--- src/include/rtcps_pkg.sv ---
// Operation
// - With the fast square enable set and the main supply in use, the 32 kHz push-pull output follows the oscillator at 50% duty.
// - With the battery enable for the fast square also set, that output keeps toggling while running from the backup supply.
// - Whenever the fast square is not enabled for the present supply, its output is held low.
// - With the irq/square select at 0, the shared open-drain pin carries a continuous 1 Hz square wave.
// - With the select at 1, the shared pin is pulled low on a match of an enabled alarm, and never for a disabled one.
// - At power-up the control register at 0Eh comes up with the select at 1 and both alarms disabled.
// - The reset pin is pulled low whenever the main supply is below the power-fail threshold.
// - After the main supply recovers, reset stays asserted for the reset-active interval and is then released.
// - An outside low on the reset pin is a pushbutton request that is debounced before it acts.
// - With the oscillator disabled, the recovery delay is skipped and reset is released as soon as supply allows.
// - The reset pin is open-drain and is only ever driven low.
// - The oscillator halt flag is set by reset, and otherwise only after the oscillator has been stopped for the full stop delay.
// - The reset pin level does not disturb the serial interface or the timekeeping logic.
// - The serial interface accepts fast-mode transfers up to 400 kHz and standard-mode timing at any lower rate.
package rtcps_pkg;
  localparam int unsigned CORE_HZ = 20000000;
  localparam int unsigned TB_HZ = 32768;
  localparam int unsigned RECOVERY_MS = 250;
  localparam int unsigned DEBOUNCE_MS = 250;
  localparam int unsigned OSC_STOP_MS = 25;
  // least times round up to whole ticks
  localparam int unsigned RECOVERY_TICKS = (RECOVERY_MS * TB_HZ + 999) / 1000;
  localparam int unsigned DEBOUNCE_TICKS = (DEBOUNCE_MS * TB_HZ + 999) / 1000;
  localparam int unsigned OSC_STOP_CYCLES = (OSC_STOP_MS * (CORE_HZ / 1000));
  localparam int unsigned SLOW_DIV_BITS = 15;
  localparam logic [6:0] DEV_ADDR = 7'h2A;
  localparam logic [7:0] CTRL_OFS = 8'h0E;
  localparam logic [7:0] STAT_OFS = 8'h0F;
  localparam int CTRL_A1_EN = 0;
  localparam int CTRL_A2_EN = 1;
  localparam int CTRL_SEL = 2;
  localparam int CTRL_FSQ_BATT = 6;
  localparam int STAT_A1_FLAG = 0;
  localparam int STAT_A2_FLAG = 1;
  localparam int STAT_FSQ_EN = 3;
  localparam int STAT_OSC_HALT = 7;
  localparam logic [7:0] CTRL_RST = 8'h04;
  localparam logic [7:0] STAT_RST = 8'h88;
  localparam logic [7:0] CTRL_MASK = 8'h47;
  localparam logic [7:0] STAT_MASK = 8'h8B;
  typedef struct packed {
    logic en;
    logic [7:0] addr;
    logic [7:0] data;
  } rtcps_wr_s;
endpackage

--- src/rtcps_hold_timer.sv ---
`timescale 1ns/1ps
// counts ticks while cond_in holds; any drop of cond_in restarts the count
module rtcps_hold_timer #(
  parameter int unsigned LIMIT = 8192,
  parameter int W = $clog2(LIMIT + 1)
) (
  // clock and reset
  input wire logic core_clk_in,
  input wire logic rst_n_in,
  // control
  input wire logic cond_in,
  input wire logic tick_in,
  output logic done_out
);
  logic [W-1:0] cnt_r;

  always_ff @(posedge core_clk_in)
  begin
    if (!rst_n_in || !cond_in)
      cnt_r <= '0;
    else if (tick_in && cnt_r != W'(LIMIT))
      cnt_r <= cnt_r + 1'b1;
  end

  assign done_out = (cnt_r == W'(LIMIT));
endmodule

--- src/rtcps_top.sv ---
`timescale 1ns/1ps
module rtcps_top #(
  parameter int unsigned RECOVERY_TICKS = rtcps_pkg::RECOVERY_TICKS,
  parameter int unsigned DEBOUNCE_TICKS = rtcps_pkg::DEBOUNCE_TICKS,
  parameter int unsigned OSC_STOP_CYCLES = rtcps_pkg::OSC_STOP_CYCLES
) (
  // clock and reset
  input wire logic core_clk_in,
  input wire logic rst_n_in,
  // serial bus pins
  input wire logic scl_in,
  input wire logic sda_in,
  output logic sda_out,
  output logic sda_oe_n_out,
  // time base and supply status
  input wire logic osc_32k_in,
  input wire logic osc_enabled_in,
  input wire logic vcc_ok_in,
  input wire logic on_battery_in,
  // alarm match pulses from the calendar logic
  input wire logic alarm1_match_in,
  input wire logic alarm2_match_in,
  // output pins
  output logic fast_square_out,
  output logic irq_or_slow_square_out,
  output logic irq_or_slow_square_oe_n_out,
  input wire logic reset_pin_in,
  output logic reset_pin_out,
  output logic reset_pin_oe_n_out
);
  typedef enum {RS_FAIL, RS_HOLD, RS_IDLE} rtcps_rst_e;
  typedef enum {I_IDLE, I_ADDR, I_ACK, I_WRITE, I_READ, I_MACK} rtcps_i2c_e;

  // pin synchronisers: stage 1 is read only by stage 2
  logic [6:0] sy1_r, sy2_r;
  logic scl_d_r, sda_d_r, osc_d_r;
  always_ff @(posedge core_clk_in)
  begin
    sy1_r <= {scl_in, sda_in, osc_32k_in, osc_enabled_in, vcc_ok_in, on_battery_in, reset_pin_in};
    sy2_r <= sy1_r;
    scl_d_r <= sy2_r[6];
    sda_d_r <= sy2_r[5];
    osc_d_r <= sy2_r[4];
  end
  logic scl_s, sda_s, osc_s, osc_en_s, vcc_ok_s, batt_s, rpin_s;
  assign {scl_s, sda_s, osc_s, osc_en_s, vcc_ok_s, batt_s, rpin_s} = sy2_r;
  logic tick_32k;
  assign tick_32k = osc_s && !osc_d_r;

  // registers
  logic [7:0] ctrl_r, stat_r;
  rtcps_pkg::rtcps_wr_s wr_r;
  logic osc_halt_set;

  always_ff @(posedge core_clk_in)
  begin
    if (!rst_n_in)
      ctrl_r <= rtcps_pkg::CTRL_RST;
    else if (wr_r.en && wr_r.addr == rtcps_pkg::CTRL_OFS)
      ctrl_r <= wr_r.data & rtcps_pkg::CTRL_MASK;
  end

  // flags clear on a written zero; a same-cycle event wins
  logic [7:0] stat_clr, stat_set;
  always_comb
  begin
    stat_clr = 8'h00;
    stat_set = 8'h00;
    if (wr_r.en && wr_r.addr == rtcps_pkg::STAT_OFS)
      stat_clr = ~wr_r.data;
    stat_set[rtcps_pkg::STAT_A1_FLAG] = alarm1_match_in;
    stat_set[rtcps_pkg::STAT_A2_FLAG] = alarm2_match_in;
    stat_set[rtcps_pkg::STAT_OSC_HALT] = osc_halt_set;
  end
  always_ff @(posedge core_clk_in)
  begin
    if (!rst_n_in)
      stat_r <= rtcps_pkg::STAT_RST;
    else
    begin
      stat_r <= ((stat_r & ~stat_clr) | stat_set) & rtcps_pkg::STAT_MASK;
      if (wr_r.en && wr_r.addr == rtcps_pkg::STAT_OFS)
        stat_r[rtcps_pkg::STAT_FSQ_EN] <= wr_r.data[rtcps_pkg::STAT_FSQ_EN];
    end
  end

  // oscillator stop watchdog on core cycles between time base edges
  rtcps_hold_timer #(.LIMIT(OSC_STOP_CYCLES)) u_osc_stop (
    .core_clk_in(core_clk_in),
    .rst_n_in(rst_n_in),
    .cond_in(!tick_32k),
    .tick_in(1'b1),
    .done_out(osc_halt_set)
  );

  // fast square and 1 Hz square
  logic fsq_allow;
  logic [rtcps_pkg::SLOW_DIV_BITS-1:0] slow_div_r;
  logic alarm_pend;
  assign fsq_allow = stat_r[rtcps_pkg::STAT_FSQ_EN] && (!batt_s || ctrl_r[rtcps_pkg::CTRL_FSQ_BATT]);
  assign alarm_pend = (stat_r[rtcps_pkg::STAT_A1_FLAG] && ctrl_r[rtcps_pkg::CTRL_A1_EN])
    || (stat_r[rtcps_pkg::STAT_A2_FLAG] && ctrl_r[rtcps_pkg::CTRL_A2_EN]);
  always_ff @(posedge core_clk_in)
  begin
    if (!rst_n_in)
    begin
      slow_div_r <= '0;
      fast_square_out <= 1'b0;
      irq_or_slow_square_oe_n_out <= 1'b1;
      irq_or_slow_square_out <= 1'b0;
    end
    else
    begin
      if (tick_32k)
        slow_div_r <= slow_div_r + 1'b1;
      fast_square_out <= osc_s && fsq_allow;
      if (ctrl_r[rtcps_pkg::CTRL_SEL])
        irq_or_slow_square_oe_n_out <= !alarm_pend;
      else
        irq_or_slow_square_oe_n_out <= slow_div_r[rtcps_pkg::SLOW_DIV_BITS-1];
    end
  end

  // reset supervisor
  rtcps_rst_e rs_r;
  logic press_done, hold_done;
  rtcps_hold_timer #(.LIMIT(DEBOUNCE_TICKS)) u_debounce (
    .core_clk_in(core_clk_in),
    .rst_n_in(rst_n_in),
    .cond_in(rs_r == RS_IDLE && !rpin_s),
    .tick_in(tick_32k),
    .done_out(press_done)
  );
  rtcps_hold_timer #(.LIMIT(RECOVERY_TICKS)) u_recover (
    .core_clk_in(core_clk_in),
    .rst_n_in(rst_n_in),
    .cond_in(rs_r == RS_HOLD),
    .tick_in(tick_32k),
    .done_out(hold_done)
  );
  always_ff @(posedge core_clk_in)
  begin
    if (!rst_n_in)
      rs_r <= RS_FAIL;
    else if (!vcc_ok_s)
      rs_r <= RS_FAIL;
    else
    begin
      unique case (rs_r)
        RS_FAIL: rs_r <= osc_en_s ? RS_HOLD : RS_IDLE;
        RS_HOLD: if (hold_done || !osc_en_s) rs_r <= RS_IDLE;
        RS_IDLE: if (press_done) rs_r <= RS_HOLD;
      endcase
    end
  end
  always_ff @(posedge core_clk_in)
  begin
    if (!rst_n_in)
    begin
      reset_pin_oe_n_out <= 1'b0;
      reset_pin_out <= 1'b0;
      sda_out <= 1'b0;
    end
    else
      reset_pin_oe_n_out <= (rs_r == RS_IDLE);
  end

  // serial slave, oversampled at the core rate; never looks at the reset pin
  rtcps_i2c_e is_r;
  logic [7:0] shift_r, tx_r, ptr_r;
  logic [3:0] bits_r;
  logic first_r, rd_r;
  logic scl_rise, scl_fall, start_c, stop_c;
  logic [7:0] rd_data;
  assign scl_rise = scl_s && !scl_d_r;
  assign scl_fall = !scl_s && scl_d_r;
  assign start_c = scl_s && scl_d_r && !sda_s && sda_d_r;
  assign stop_c = scl_s && scl_d_r && sda_s && !sda_d_r;
  always_comb
  begin
    if (ptr_r == rtcps_pkg::CTRL_OFS)
      rd_data = ctrl_r;
    else if (ptr_r == rtcps_pkg::STAT_OFS)
      rd_data = stat_r;
    else
      rd_data = 8'h00;
  end
  always_ff @(posedge core_clk_in)
  begin
    if (!rst_n_in)
    begin
      is_r <= I_IDLE;
      shift_r <= 8'h00;
      tx_r <= 8'h00;
      ptr_r <= 8'h00;
      bits_r <= 4'h0;
      first_r <= 1'b0;
      rd_r <= 1'b0;
      sda_oe_n_out <= 1'b1;
      wr_r <= '0;
    end
    else
    begin
      wr_r.en <= 1'b0;
      if (start_c)
      begin
        is_r <= I_ADDR;
        bits_r <= 4'h0;
        sda_oe_n_out <= 1'b1;
      end
      else if (stop_c)
      begin
        is_r <= I_IDLE;
        sda_oe_n_out <= 1'b1;
      end
      else if (scl_rise && is_r != I_IDLE)
      begin
        shift_r <= {shift_r[6:0], sda_s};
        bits_r <= bits_r + 4'h1;
      end
      else if (scl_fall)
      begin
        unique case (is_r)
          I_IDLE: ;
          I_ADDR:
            if (bits_r == 4'h8)
            begin
              if (shift_r[7:1] == rtcps_pkg::DEV_ADDR)
              begin
                rd_r <= shift_r[0];
                first_r <= !shift_r[0];
                sda_oe_n_out <= 1'b0;
                is_r <= I_ACK;
              end
              else
                is_r <= I_IDLE;
            end
          I_ACK:
          begin
            bits_r <= 4'h0;
            if (rd_r)
            begin
              tx_r <= {rd_data[6:0], 1'b0};
              sda_oe_n_out <= rd_data[7];
              ptr_r <= ptr_r + 8'h01;
              is_r <= I_READ;
            end
            else
            begin
              sda_oe_n_out <= 1'b1;
              is_r <= I_WRITE;
            end
          end
          I_WRITE:
            if (bits_r == 4'h8)
            begin
              if (first_r)
                ptr_r <= shift_r;
              else
              begin
                wr_r <= '{en: 1'b1, addr: ptr_r, data: shift_r};
                ptr_r <= ptr_r + 8'h01;
              end
              first_r <= 1'b0;
              sda_oe_n_out <= 1'b0;
              is_r <= I_ACK;
            end
          I_READ:
            if (bits_r == 4'h8)
            begin
              sda_oe_n_out <= 1'b1;
              is_r <= I_MACK;
            end
            else
            begin
              sda_oe_n_out <= tx_r[7];
              tx_r <= {tx_r[6:0], 1'b0};
            end
          I_MACK:
            if (shift_r[0])
              is_r <= I_IDLE;
            else
            begin
              bits_r <= 4'h0;
              tx_r <= {rd_data[6:0], 1'b0};
              sda_oe_n_out <= rd_data[7];
              ptr_r <= ptr_r + 8'h01;
              is_r <= I_READ;
            end
        endcase
      end
    end
  end
endmodule

--- config.mk ---
export PLATFORM = sky130hd
export DESIGN_NAME = rtcps_top
export DESIGN_NICKNAME = d
export VERILOG_FILES = /design/src/include/rtcps_pkg.sv /design/src/rtcps_hold_timer.sv /design/src/rtcps_top.sv
export SDC_FILE = /design/constraint.sdc
export NUM_CORES = 1
export LEC_CHECK = 0
export BUFFER_PORTS_ARGS = -buffer_cell sky130_fd_sc_hd__buf_2
export CORE_MARGIN = 2
export CORE_UTILIZATION = 55
export DETAILED_ROUTE_END_ITERATION = 16
export PLACE_DENSITY = 0.8
export SLEW_MARGIN = 20
export SYNTH_ARGS = -nofsm -noshare
export SYNTH_HDL_FRONTEND = slang
export SYNTH_HIERARCHICAL = 1
export SYNTH_SLANG_ARGS = --single-unit
--- constraint.sdc ---
create_clock -name core_clk_in -period 4.15 [get_ports core_clk_in]
set_clock_uncertainty 0.2 [all_clocks]
set_input_delay 0.83 -clock core_clk_in [delete_from_list [all_inputs] [get_ports core_clk_in]]
set_output_delay 0.83 -clock core_clk_in [all_outputs]
set_load 0.05 [all_outputs]
After elaboration in Yosys (flattened, before gate mapping)
Cells that the tools add are included.
W data, S select, Z words.

cells by class
  shift operators = 0
  add/sub/neg operators = 6
  equal/unequal tests = 35
  multiplexer cells = 44
  reduce and logical (&&, ||, !) cells = 62
  magnitude comparators = 0
  divide/modulo/power cells = 0
  bitwise gates (word level) = 12
  multiply operators = 0

operator list
  cell                     number
  $mux W32                 5
  $pmux W32 S5             1
  $eq A32 B2 Y1 const B    4
  $eq A32 B3 Y1 const B    3
  $pmux W32 S3             1
  $mux W8                  10
  $eq A32 B1 Y1 const B    2
  $pmux W8 S3              2
  $eq A8 B4 Y1 const B     4
  $logic_not A32 Y1        1
  $reduce_bool A32 Y1      1
  $add A14 B1 Y14 const B  2
  $eq A14 B14 Y1 const B   2
  $ne A14 B14 Y1 const B   2
  $reduce_and A8 Y1        3
  $reduce_and A7 Y1        3
  $add A19 B1 Y19 const B  1
  $eq A19 B19 Y1 const B   1
  $ne A19 B19 Y1 const B   1
  $logic_and A1 B1 Y1      18
  $ne A2 B2 Y1 const B     9
  $mux W17                 1
  $not A8 Y8               2
  $add A15 B1 Y15 const B  1
  29 further kinds         79

word-level totals
  output and inout bits = 7
  memories = 0
  memory bits (writable) = 0
  input port bits = 11
  register bits after elaboration = 206
  ROM bits = 0
  bits in latches = 0

Logic depth before layout (Yosys ltp)
  depth in word-level cells = 8
  depth in mapped cells = 9
  mapped depth without buffers = 7

By module
Netlist, hierarchy kept.

by module, submodules not included
  module                             cells each  area an instance (um^2)  instances
  rtcps_top                          469         4340.4                   1
  rtcps_hold_timer (u_debounce ...)  87          759.5                    2
  rtcps_hold_timer (u_osc_stop)      118         1004.7                   1

Worst setup path after synthesis
No wires, ideal clock.

  kind = register to register
  start = register sy2_r[4]
  end = register u_debounce.cnt_r[12]
  required time = 3.878 ns
  stages on the path, launching flop included = 7
  setup slack = 2.095 ns
  data arrival time = 1.783 ns
  cell sequence = dfxtp_1 > nor2b_1 > clkbuf_1 > inv_1 > buf_2 > nor4_1 > mux2i_1

between the ends
  longest elaborated chain between the ends = 2

ends and longest elaborated chain
  what                      RTL line                text
  start: declaration        rtcps_top.sv:35         logic [6:0] sy1_r, sy2_r;
  start signal: assignment  rtcps_top.sv:40         sy2_r <= sy1_r;
  $logic_and A1 B1 Y1       rtcps_top.sv:48         assign tick_32k = osc_s && !osc_d_r;
  net tick_32k              rtcps_top.sv:47         logic tick_32k;
  $logic_and A1 B1 Y1       rtcps_hold_timer.sv:21  else if (tick_in && cnt_r != W'(LIMIT))
  end signal: assignment    rtcps_hold_timer.sv:22  cnt_r <= cnt_r + 1'b1;
  end: declaration          rtcps_hold_timer.sv:15  logic [W-1:0] cnt_r;

The timed path passes the listed nets, and every way through them passes these cells.
A chain may end at the register's enable or synchronous reset.

Worst setup path after layout
  start = register is_r[2]
  end = register ptr_r[6]

between the ends
  longest elaborated chain between the ends = 4
  elaborated cells between the ends (all ways) = 12

ends and longest elaborated chain
  what                                                                   RTL line          text
  start: declaration                                                     rtcps_top.sv:169  rtcps_i2c_e is_r;
  start signal: assignment                                               rtcps_top.sv:192  is_r <= I_IDLE;
  start signal: assignment                                               rtcps_top.sv:207  is_r <= I_ADDR;
  start signal: assignment                                               rtcps_top.sv:213  is_r <= I_IDLE;
  parallel branches: the longest is 4 deep, another holds $eq A32 B2 Y1  -
  end signal: assignment                                                 rtcps_top.sv:245  ptr_r <= ptr_r + 8'h01;
  end signal: assignment                                                 rtcps_top.sv:258  ptr_r <= shift_r;
  end signal: assignment                                                 rtcps_top.sv:262  ptr_r <= ptr_r + 8'h01;
  end: declaration                                                       rtcps_top.sv:170  logic [7:0] shift_r, tx_r, ptr_r;

Parallel ways; which one is timed is not known.

==> flow_metrics.py <==
metrics = {
    "floorplanning": {
        "core_sq_um": 12110,
        "dieArea_sq_um": 13390,
        "row_count": 40,
        "dieHeight_um": 115.7,
        "dieWidth_um": 115.7,
        "start_util_pct": 56.67,
        "ioPinCount": 18,
    },
    "min_path": {
        "worstHoldStart": "sy1_r[5]",
        "min-delay-path-class": "reg2reg",
    },
    "synth": {
        "mappedNetlistArea_sq_um": 6864,
        "synth.avg_cell_area_sq_um": 9.020,
        "synth_area_leaders": "dfxtp_1 41%, mux2i_1 5.7%, a21oi_1 3.9%",
        "yosys.area.top_type": "dfxtp_1",
        "async_reset_ff_share_pct": 0,
        "yosysUniqueCellTypes": 82,
        "synth_edf_count": 0,
        "syn_inst": 761,
        "synthFlopType": "dfxtp_1",
        "synth_warnings": 6,
        "synth_top_area_share_pct": 40.83,
        "yosysSeqAreaShare_pct": 40.83,
        "yosys_register_bits": 140,
    },
    "clock_network": {
        "clockBufferDepth": 2,
        "clkSlewWorstSetupHoldPaths_ns": 0.06,
        "clock-sinks": 140,
        "cts_setup_buffers": 0,
        "cts_root_buf": "clkbuf_16",
        "insertion_delay_ns": 0.42,
        "cts-resized-gates": 0,
        "cts_tree": "yes",
        "cts_buffers": 17,
        "htreeDepth": 4,
        "ctsHoldBuffers": 0,
    },
    "setup_path": {
        "ff2ff_setup_slack_ns": 1.46,
        "startpoint": "is_r[2]",
        "slowest_delay_ns": 0.81,
        "rr_startpoint": "is_r[2]",
        "cp_max_fo": 26,
        "critical_path.top_delay_family": "compound AO/OA/AOI/OAI gates",
        "worst-path-buf-inv": 0,
        "critPathKind": "reg2reg",
        "critical_path.cell_chain": "and2b_1 > a311oi_2 > nand2b_1 > o221a_2",
        "critPathRequiredTime_ns": 4.31,
        "crit_arrival_ns": 2.85,
        "worst_path_max_delay_cell": "dfxtp_1",
        "endpoint_kind": "flip-flop",
        "startpoint_type": "flip-flop",
    },
    "place": {
        "dpl.hpwl_mm": 9.897,
        "port_buffers": 14,
        "gp_congestion": 0.8569,
    },
    "final_layout": {
        "fin_util_pct": 62.31,
        "syn2layout_area_growth_pct": 9.953,
        "layout-drive-gt1-share_pct": 10.13,
        "antenna_cells": 0,
        "fillerInstances": 1000,
        "final_nets": 782,
    },
    "power": {
        "p_leak_nw": 2.749,
        "ir_drop_mv": 0.4008,
        "p_per_area_nw_per_um2": 419.7,
    },
    "global_routing": {
        "gr-usage-met3_pct": 5.387,
        "antenna_found_initial": 0,
        "first_global_vias": 5409,
        "grt-busiest-layer": "met2",
        "grt_max_degree": 32,
        "grt_pass1_wl_mm": 24.44,
        "grt_usage_pct": 22.64,
        "grtUsageMet2_pct": 38.60,
        "gr-usage-met1_pct": 27.64,
        "grt_overflow": 0,
    },
    "route": {
        "wl_per_cell_um": 15.76,
        "drt_iter0_markers": 442,
        "firstDrtPassIters": 6,
        "wirelength_mm": 14.79,
        "ant_nets": 0,
        "viasPerCell": 6.110,
        "route.detailed.drc": 0,
        "vias": 5731,
    },
    "flow_run": {
        "max_cap_violations": 0,
    },
    "timing": {
        "finalSetupViolations": 0,
        "tns_ns": 0,
        "relSlewSlack_pct": 30.60,
        "finalCriticalPeriod_ns": 2.686,
        "period_share_pct": 64.73,
        "slew_viol_final": 0,
        "max_freq_mhz": 372.2,
        "hold_violations": 0,
        "grt_setup_unrepaired": "false",
        "worstMarginPinSlew_ns": 1.039,
    },
    "status": {
        "outcome": "finished, final reports clean",
    },
}
power by group:
| group | leakage (nW) | switching [mW] | internal [mW] |
|---|---|---|---|
| Combinational | 1.29 | 0.0753 | 0.0330 |
| Sequential | 1.14 | 0.0196 | 1.36 |
| Clock | 0.326 | 0.569 | 1.11 |
cells in the final DEF, fill, tap and decap left out, types with 17 or more instances in the layout:
master | Yosys | layout
nand3_1 | 25 | 25
o21ai_0 | 23 | 23
dfxtp_1 | 140 | 140
mux2i_1 | 39 | 39
nand2_1 | 52 | 52
clkbuf_16 | 0 | 17
inv_1 | 31 | 31
xor2_1 | 21 | 21
nor2_1 | 66 | 66
a21oi_1 | 53 | 53
o31ai_1 | 17 | 17
nand4_1 | 27 | 27
final timing paths:
| kind | to | cells after the start |
|---|---|---|
| setup / recovery | ptr_r[6] | 4 |
| hold / removal | sy2_r[5] | 0 |
| setup reg to reg | ptr_r[6] | 4 |
| hold reg to reg | sy2_r[5] | 0 |
layer usage:
layer,part of all wire (%),wire (um)
met1,44,6438
met2,50,7343
met3,5.1,748
met4,1.7,257
met5,0,0
cells in the mapped netlist, types with 3 or more instances:
library cell  instances
o21a_1                3
and2_1                7
xor2_1               21
nand3_2               3
nor2_1               66
o221a_2               5
o31ai_1              17
a31oi_1               5
nor4b_1               7
buf_4                 9
nor3_1                9
or3_1                 7
and4_1               11
mux2i_1              39
nand2b_1             13
xnor2_1               4
and3b_1               3
a311oi_1              5
nand2_1              52
a211oi_1              7
clkbuf_1             14
inv_1                31
nor4_1                9
buf_6                 8
o311ai_0              3
a41oi_1               3
buf_2                 8
a21oi_1              53
nand3b_1             12
and3_1                8
or4_1                14
and4b_1               4
a211o_1               5
ha_1                 14
nor4bb_1              3
dfxtp_1             140
nand3_1              25
o21ai_0              23
nor2b_1               9
nor3b_1               4
nand4_1              27
cells by family after synthesis:
group / after synthesis / share of synthesized area [%]
DFF: 140 / 40.83
other: 2 / 0.1094
muxes: 39 / 5.687
xor gates and xnor gates: 25 / 3.190
AOI/OAI and AO/OA: 154 / 15.28
and+or+nand+nor: 314 / 26.56
adders and majority gates: 14 / 2.552
buffers and inverters: 73 / 5.797
sequential cells by signal (all words and copies together), names as in the netlist, named ones only:
| name | count |
|---|---|
| stat_r | 3 |
| sda_d_r | 1 |
| is_r | 3 |
| tx_r | 7 |
| ptr_r | 8 |
| sda_oe_n_out | 1 |
| wr_r | 15 |
| u_recover/cnt_r | 14 |
| u_osc_stop/cnt_r | 19 |
| u_debounce/cnt_r | 14 |
| sy2_r | 7 |
| rs_r | 2 |
| fast_square_out | 1 |
| rd_r | 1 |
| bits_r | 4 |
| osc_d_r | 1 |
| irq_or_slow_square_oe_n_out | 1 |
| sy1_r | 7 |
| reset_pin_oe_n_out | 1 |
| ctrl_r | 4 |
| shift_r | 8 |
| scl_d_r | 1 |
| first_r | 1 |
| slow_div_r | 15 |
per-stage QoR:
step                      instances  hold WS (ns)  power, mW  setup slack, ns  area (sq um)
after detailed placement        906        0.1121      1.516            1.447          6889
final                           938        0.1223      3.168            1.464          7547
after global routing            938        0.1308      3.251            1.325          7547
after floorplan                 764        0.1096      1.493            2.095          6875
after CTS                       938        0.1254      3.178            1.521          7547
after global placement          906        0.1104      1.509            1.492          6889
cell type report:
type / instances / area [sq um] / share of cell area [%]
Multi-Input combinational cell: 551 / 3675 / 48.69
Sequential cell: 140 / 2803 / 37.14
Clock buffer: 20 / 466.7 / 6.184
Tap cell: 168 / 210.2 / 2.785
Clock inverter: 12 / 191.4 / 2.536
Inverter: 31 / 116.4 / 1.542
Timing Repair Buffer: 16 / 85.08 / 1.127
No activity file was read; power rests on OpenSTA's default activity.
